**config.mk**
```make
export PLATFORM = sky130hd
export DESIGN_NAME = tifu_flags
export DESIGN_NICKNAME = d
export VERILOG_FILES = /design/src/pkg/tifu_pkg.sv /design/src/hdl/tifu_flags.sv
export SDC_FILE = /design/constraint.sdc
export NUM_CORES = 1
export LEC_CHECK = 0
export ABC_AREA = 1
export BUFFER_PORTS_ARGS = -buffer_cell sky130_fd_sc_hd__buf_2
export CAP_MARGIN = 5
export CELL_PAD_IN_SITES_DETAIL_PLACEMENT = 0
export CELL_PAD_IN_SITES_GLOBAL_PLACEMENT = 1
export CORE_UTILIZATION = 40
export CTS_CLUSTER_DIAMETER = 30
export DETAILED_ROUTE_END_ITERATION = 10
export PLACE_DENSITY_LB_ADDON = 0.1
export SLEW_MARGIN = 5
export SYNTH_ARGS = -nofsm -noshare
export SYNTH_HDL_FRONTEND = slang
export SYNTH_SLANG_ARGS = --single-unit
```
**constraint.sdc**
```tcl
create_clock -name core_clk -period 2.74 [get_ports core_clk]
set_input_delay 0.548 -clock core_clk [delete_from_list [all_inputs] [get_ports core_clk]]
set_output_delay 0.548 -clock core_clk [all_outputs]
set_load 0.01 [all_outputs]
```
**src/pkg/tifu_pkg.sv**
```systemverilog
package tifu_pkg;

   // Flag register widths.
   localparam int MAIN_SRC_W = 7;
   localparam int AUX_W = 8;
   localparam int REG_W = 8;
   localparam int ADDR_W = 4;

   // Register offsets on the plain software port.
   localparam logic [3:0] OFS_MAIN = 4'h0;
   localparam logic [3:0] OFS_AUX = 4'h1;
   localparam logic [3:0] OFS_MAIN_MASK = 4'h2;
   localparam logic [3:0] OFS_AUX_MASK = 4'h3;
   localparam logic [3:0] OFS_STAT = 4'h4;
   localparam logic [3:0] OFS_STAT_MASK = 4'h5;

   // Field positions.
   localparam int MAIN_WL_BIT = 0;
   localparam int MAIN_AUX_BIT = 7;
   localparam int AUX_NVDONE_BIT = 0;
   localparam int AUX_NVERR_BIT = 1;

   // Bookkeeping status bits for the interrupt output.
   localparam int ST_MAIN_BIT = 0;
   localparam int ST_AUX_BIT = 1;
   localparam int ST_W = 2;

   // Reset values.
   localparam logic [7:0] MAIN_RST = 8'h00;
   localparam logic [7:0] AUX_RST = 8'h00;
   localparam logic [7:0] MASK_RST = 8'hff;
   localparam logic [1:0] ST_RST = 2'h0;
   localparam logic [1:0] ST_MASK_RST = 2'h3;

   // Software port request bundle.
   typedef struct packed {
      logic [3:0] addr;
      logic [7:0] wdata;
      logic wr;
      logic rd;
   } tifu_req_s;

endpackage
```
**src/hdl/tifu_flags.sv**
```systemverilog
`timescale 1ns/1ps
// Behaviour
// - Main register: seven sources plus aux summary.
// - Event sets flag and raises interrupt if unmasked.
// - Reading a flag register clears its flags.
// - Summary clears only on auxiliary read.
// - Interrupt drops once causing flags read.
// - Flags accumulate; no event is lost.
// - Nonvolatile write done or error sets aux.
// - Water level event sets main flag.
module tifu_flags
   import tifu_pkg::*;
#(
   parameter int SRC_W = MAIN_SRC_W
)
(
   // Clock and reset.
   input wire logic core_clk,
   input wire logic nrst,
   // Event pulses from the neighbouring blocks, same clock.
   input wire logic [SRC_W-1:0] main_evt,
   input wire logic water_level_evt,
   input wire logic [AUX_W-1:0] aux_evt,
   input wire logic nv_write_done_evt,
   input wire logic nv_write_error_flag,
   // Software port.
   input wire tifu_req_s req,
   output logic [REG_W-1:0] rdata,
   // Interrupt request toward the controller.
   output logic irq
);

   // Elaboration check: the fixed register layout has room for exactly seven sources.
   if (SRC_W != MAIN_SRC_W)
   begin : g_bad_src_w
      $error("tifu_flags supports exactly seven main sources");
   end

   logic [REG_W-1:0] main_q, main_d, aux_q, aux_d;
   logic [REG_W-1:0] main_mask_q, aux_mask_q;
   logic [ST_W-1:0] st_q, st_d, st_mask_q;
   logic [REG_W-1:0] rdata_q, rdata_d;
   logic irq_q, irq_d;

   // Address decode as named wires.
   wire rd_main = req.rd && (req.addr == OFS_MAIN);
   wire rd_aux = req.rd && (req.addr == OFS_AUX);
   wire wr_mmask = req.wr && (req.addr == OFS_MAIN_MASK);
   wire wr_amask = req.wr && (req.addr == OFS_AUX_MASK);
   wire wr_st = req.wr && (req.addr == OFS_STAT);
   wire wr_stmask = req.wr && (req.addr == OFS_STAT_MASK);

   // Collected sources; water level is ORed onto bit 0, shared with main source 0.
   wire [SRC_W-1:0] src_main = main_evt | ({{(SRC_W-1){1'b0}}, water_level_evt}
                                           << MAIN_WL_BIT);
   wire [AUX_W-1:0] src_aux = aux_evt
      | (AUX_W'(nv_write_done_evt) << AUX_NVDONE_BIT)
      | (AUX_W'(nv_write_error_flag) << AUX_NVERR_BIT);

   // Next flags: a read clears, but new events are ORed after the clear so none is lost.
   wire [AUX_W-1:0] aux_keep = rd_aux ? '0 : aux_q;
   assign aux_d = aux_keep | src_aux;
   wire [SRC_W-1:0] main_keep = rd_main ? '0 : main_q[SRC_W-1:0];
   // Summary ignores main reads and follows aux contents after an aux read.
   wire sum_d = rd_aux ? (|src_aux) : (main_q[MAIN_AUX_BIT] | (|src_aux));
   assign main_d = {sum_d, main_keep | src_main};

   // Status of unmasked pending flags, sticky, write one to clear; set wins.
   wire main_pend = |(main_d & main_mask_q);
   wire aux_pend = |(aux_d & aux_mask_q);
   wire [ST_W-1:0] st_set = {aux_pend, main_pend};
   assign st_d = (st_q & ~(wr_st ? req.wdata[ST_W-1:0] : '0)) | st_set;

   // Interrupt follows the unmasked pending flags, so reading them is enough to drop it.
   // The sticky status only records for software which group was pending.
   assign irq_d = |(st_set & st_mask_q);

   // Read mux, registered for one-cycle-later data.
   always_comb
   begin
      case (req.addr)
         OFS_MAIN: rdata_d = main_q;
         OFS_AUX: rdata_d = aux_q;
         OFS_MAIN_MASK: rdata_d = main_mask_q;
         OFS_AUX_MASK: rdata_d = aux_mask_q;
         OFS_STAT: rdata_d = {{(REG_W-ST_W){1'b0}}, st_q};
         OFS_STAT_MASK: rdata_d = {{(REG_W-ST_W){1'b0}}, st_mask_q};
         default: rdata_d = '0;
      endcase
      if (!req.rd)
         rdata_d = '0;
   end

   // Flag state.
   always_ff @(posedge core_clk or negedge nrst)
   begin
      if (!nrst)
      begin
         main_q <= MAIN_RST;
         aux_q <= AUX_RST;
         st_q <= ST_RST;
      end
      else
      begin
         main_q <= main_d;
         aux_q <= aux_d;
         st_q <= st_d;
      end
   end

   // Masks and outputs.
   always_ff @(posedge core_clk or negedge nrst)
   begin
      if (!nrst)
      begin
         main_mask_q <= MASK_RST;
         aux_mask_q <= MASK_RST;
         st_mask_q <= ST_MASK_RST;
         rdata_q <= '0;
         irq_q <= 1'b0;
      end
      else
      begin
         if (wr_mmask)
            main_mask_q <= req.wdata;
         if (wr_amask)
            aux_mask_q <= req.wdata;
         if (wr_stmask)
            st_mask_q <= req.wdata[ST_W-1:0];
         rdata_q <= rdata_d;
         irq_q <= irq_d;
      end
   end

   assign rdata = rdata_q;
   assign irq = irq_q;

   // Checks.
   AST_SET: assert property (@(posedge core_clk) disable iff (!nrst)
      water_level_evt |=> main_q[MAIN_WL_BIT])
      else $error("water level event not flagged");
   AST_NVERR: assert property (@(posedge core_clk) disable iff (!nrst)
      nv_write_error_flag |=> aux_q[AUX_NVERR_BIT])
      else $error("write error not flagged");
   AST_CLR: assert property (@(posedge core_clk) disable iff (!nrst)
      (rd_main && main_evt == '0 && !water_level_evt) |=> main_q[SRC_W-1:0] == '0)
      else $error("main read did not clear");
   AST_SUM_HOLD: assert property (@(posedge core_clk) disable iff (!nrst)
      (rd_main && !rd_aux && main_q[MAIN_AUX_BIT]) |=> main_q[MAIN_AUX_BIT])
      else $error("summary cleared by main read");
   AST_SUM_AUX: assert property (@(posedge core_clk) disable iff (!nrst)
      (|aux_q) |-> main_q[MAIN_AUX_BIT])
      else $error("summary missing while aux pending");
   AST_KEEP: assert property (@(posedge core_clk) disable iff (!nrst)
      (rd_main && main_evt[1]) |=> main_q[1])
      else $error("event lost during clearing read");
   AST_ACC: assert property (@(posedge core_clk) disable iff (!nrst)
      (main_q[2] && !rd_main) |=> main_q[2])
      else $error("flag lost without read");
   AST_IRQ: assert property (@(posedge core_clk) disable iff (!nrst)
      (main_evt[3] && main_mask_q[3] && st_mask_q[ST_MAIN_BIT]) |=> irq)
      else $error("interrupt not raised");
   AST_RDLAT: assert property (@(posedge core_clk) disable iff (!nrst)
      rd_main |=> rdata == $past(main_q))
      else $error("read data wrong");
   AST_IRQ_DROP: assert property (@(posedge core_clk) disable iff (!nrst)
      (!main_pend && !aux_pend) |=> !irq)
      else $error("interrupt held with no pending flag");
   AST_SUM_CLR: assert property (@(posedge core_clk) disable iff (!nrst)
      (rd_aux && src_aux == '0) |=> !main_q[MAIN_AUX_BIT])
      else $error("summary not cleared by aux read");

   COV_IRQ: cover property (@(posedge core_clk) disable iff (!nrst) $rose(irq));
   COV_AUXRD: cover property (@(posedge core_clk) disable iff (!nrst)
      main_q[MAIN_AUX_BIT] ##1 rd_aux);
   COV_RACE: cover property (@(posedge core_clk) disable iff (!nrst) rd_main && |main_evt);
   COV_IRQ_DROP: cover property (@(posedge core_clk) disable iff (!nrst) $fell(irq));

endmodule

```
==> impl_metrics.yaml <==
outcome:
  status: "finished clean"
placement:
  post-place-cells: 355
  dp_hpwl_mm: 3.62
  placed_cell_area_sq_um: 2330
  portBuffers: 42
  gp_congestion: 0.783
timing:
  fin_tns_setup_ns: 0
  final.min_clock_period_ns: 1.91
  grt_setup_unrepaired: "no"
  holdWs_ns: 0.413
  hold_violations: 0
  final.setup_skew_ns: 0.00771
  slew_headroom: 0.345
  fin_crit_sh: 0.699
  fmax_mhz: 522
  final-setup-viol-count: 0
  drv_slew: 0
  tightest_slew_ns: 0.983
setup_path:
  critPathKind: "in2reg"
  cp_data_required_time_ns: 2.93
  path_max_fanout: 17
  worst_setup_path_start_kind: "input port"
  arrival_ns: 2.11
  endpoint_kind: "register"
clocking:
  clock_path_buffers: 2
  insertion_delay_ns: 0.30
  clkTransAtPathRegs_ns: 0.08
  h-tree-depth: 2
  cts_buffers: 5
  cts_tree: "done"
  cts_resized: 0
  cts-root-buf: "clkbuf_8"
  hold_buffers: 0
  post-cts-setup-buffers: 0
  clock_sinks: 45
detailed_routing:
  firstDrtPassIters: 5
  dr_wl_met2_mm: 2.23
  num_vias: 1798
  antenna_left: 0
  routedWlPerCell_um: 13.9
  top_layer: "met4"
  dr_wl_met3_um: 212
  met1Wirelength_mm: 2.46
  drc: 0
  drt_iter0_markers: 120
  wl_mm: 5.06
  viasPerCell: 4.95
logic_synthesis:
  synthXorXnorAreaFrac: 0
  dominantRegCellSynth: "dfrtp_1"
  synthMuxAreaShare: 0
  avgSynthCellArea_sq_um: 8.23
  synth_cell_types: 18
  synth.net_count: 283
  synth_top_area_cell: "dfrtp_1"
  synth_top_family_by_area: "simple AND/OR/NAND/NOR gates"
  synth_common_cells: "101 x nand2_1, 27 x dfrtp_1, 24 x nand3_1"
  synth_area_sq_um: 2050
  synthCells: 249
  ys_seq_area_frac: 0.560
  ys_warn_count: 0
  synth-seq-cells: 45
  yosysTopAreaCellShare: 0.330
  synth_compound_area_frac: 0.0842
  synth_async_sr_flop_share: 1.00
  synthTopCellsByArea: "dfrtp_1 33%, dfstp_2 23%, nand2_1 18%"
  synthAdderAreaFrac: 0
  synth_edf_count: 0
  yosysMostFrequentCell: "nand2_1"
  yosys.area_share.simple: 0.298
power_and_ir_drop:
  vdd_drop_max_v: 0.000324
  seq_power_share: 0.570
  p_int_mw: 1.04
  power_switching_uw: 411
  pwr-share-comb: 0.157
  p_per_area_nw_per_um2: 602
  power.clock.fraction: 0.273
  p_leak_nw: 1.20
  swShare: 0.282
grt:
  grt_max_degree: 44
  grt_pass1_wl_mm: 8.36
  overflow: 0
  track_usage: 0.213
  grt_antenna_before_repair: 0
  grt_pass1_vias: 1668
cells_and_area:
  diodes: 0
  syn_to_final_growth_pct: 17.8
  nets: 329
  drive_gt1_frac: 0.247
  final_cells: 363
  design_area_sq_um: 2410
run:
  maxCapViolations: 0
floorplanning:
  dieArea_sq_um: 5410
  fp.dieW_um: 73.6
  start_util: 0.425
  ioPinCount: 43
  fp-row-count: 25
  die_height_um: 73.6
  core_sq_um: 4820
hold_path:
  min_path_type: "in2async"
## cell type report
class,instances,area [sq um]
tap,67,83.8
sequential,45,1150
clock buffer,8,80.1
timing repair buffer,44,225
fill,503,2400
multi-input combinational,174,783
inverter,25,93.8
## state kept, by name, indices dropped and copies added, names as in the netlist
signal	flops
rdata	8
aux_q	8
irq	1
st_q	2
st_mask_q	2
aux_mask_q	8
main_mask_q	8
main_q	8
## per-layer routing
metal | GRT usage | vias up
met5 | 0 | -
met4 | 0.107 | 0
met2 | 0.307 | 58
met1 | 0.307 | 830
li1 | - | 894
met3 | 0.0412 | 16
## cell families (layout without fill, tap and decap cells)
kind of cell | count (synthesis) | after routing
flip-flops | 45 | 45
AO/OA/AOI/OAI | 30 | 30
AND/OR/NAND/NOR | 144 | 144
buffers and inverters | 30 | 77
## critical path: stages
cell	delay, ns
buf_2	0.11
nor2_1	0.28
buf_4	0.30
nand3_4	0.16
nand2_1	0.09
nand2_1	0.07
nand2_1	0.06
nand2_1	0.07
nor2_1	0.21
nand2_1	0.08
nand2_1	0.07
nand2_1	0.06
## metrics by stage
| step | worst slack, ns | utilization | power (mW) |
|---|---|---|---|
| floorplan | 1.08 | - | 0.963 |
| global placement | 0.476 | 0.485 | 1.07 |
| detailed placement | 0.531 | 0.485 | 1.07 |
| CTS | 0.850 | 0.501 | 1.47 |
| global route | 0.676 | 0.501 | 1.54 |
| finish | 0.825 | 0.501 | 1.45 |
## power by group through the flow
stage / sequential [mW] / clock (mW) / combinational (mW)
after floorplan: 0.825 / 0 / 0.138
after global placement: 0.843 / 0 / 0.226
after detailed placement: 0.842 / 0 / 0.228
after CTS: 0.830 / 0.410 / 0.230
after global routing: 0.842 / 0.435 / 0.266
final: 0.830 / 0.398 / 0.228
## cell usage in the layout, fill, tap and decap left out, types with 2 or more instances in the layout
cell type,instances
buf_2,42
clkbuf_8,5
nor2_4,2
dfrtp_1,27
dfstp_2,18
inv_1,22
nand3_1,24
nand2_1,101
clkbuf_1,3
inv_2,2
nor2_1,13
o21ai_0,20
a21oi_1,4
buf_4,2
a41oi_1,6
nor4_1,2
## final timing paths
path | startpoint | endpoint | slack (ns) | cells past startpoint
worst min register to register | aux_mask_q[6] | aux_mask_q[6] | 0.50 | 2
min in group core_clk | main_evt[5] | main_q[5] | 0.46 | 3
worst max-delay path | req[13] | irq | 0.83 | 12
worst max register to register | aux_q[2] | irq | 1.57 | 8
worst min-delay path | nrst | rdata[2] | 0.41 | 1
max in group asynchronous | nrst | main_mask_q[5] | 1.61 | 2
Power figures use the tool's default switching activity.
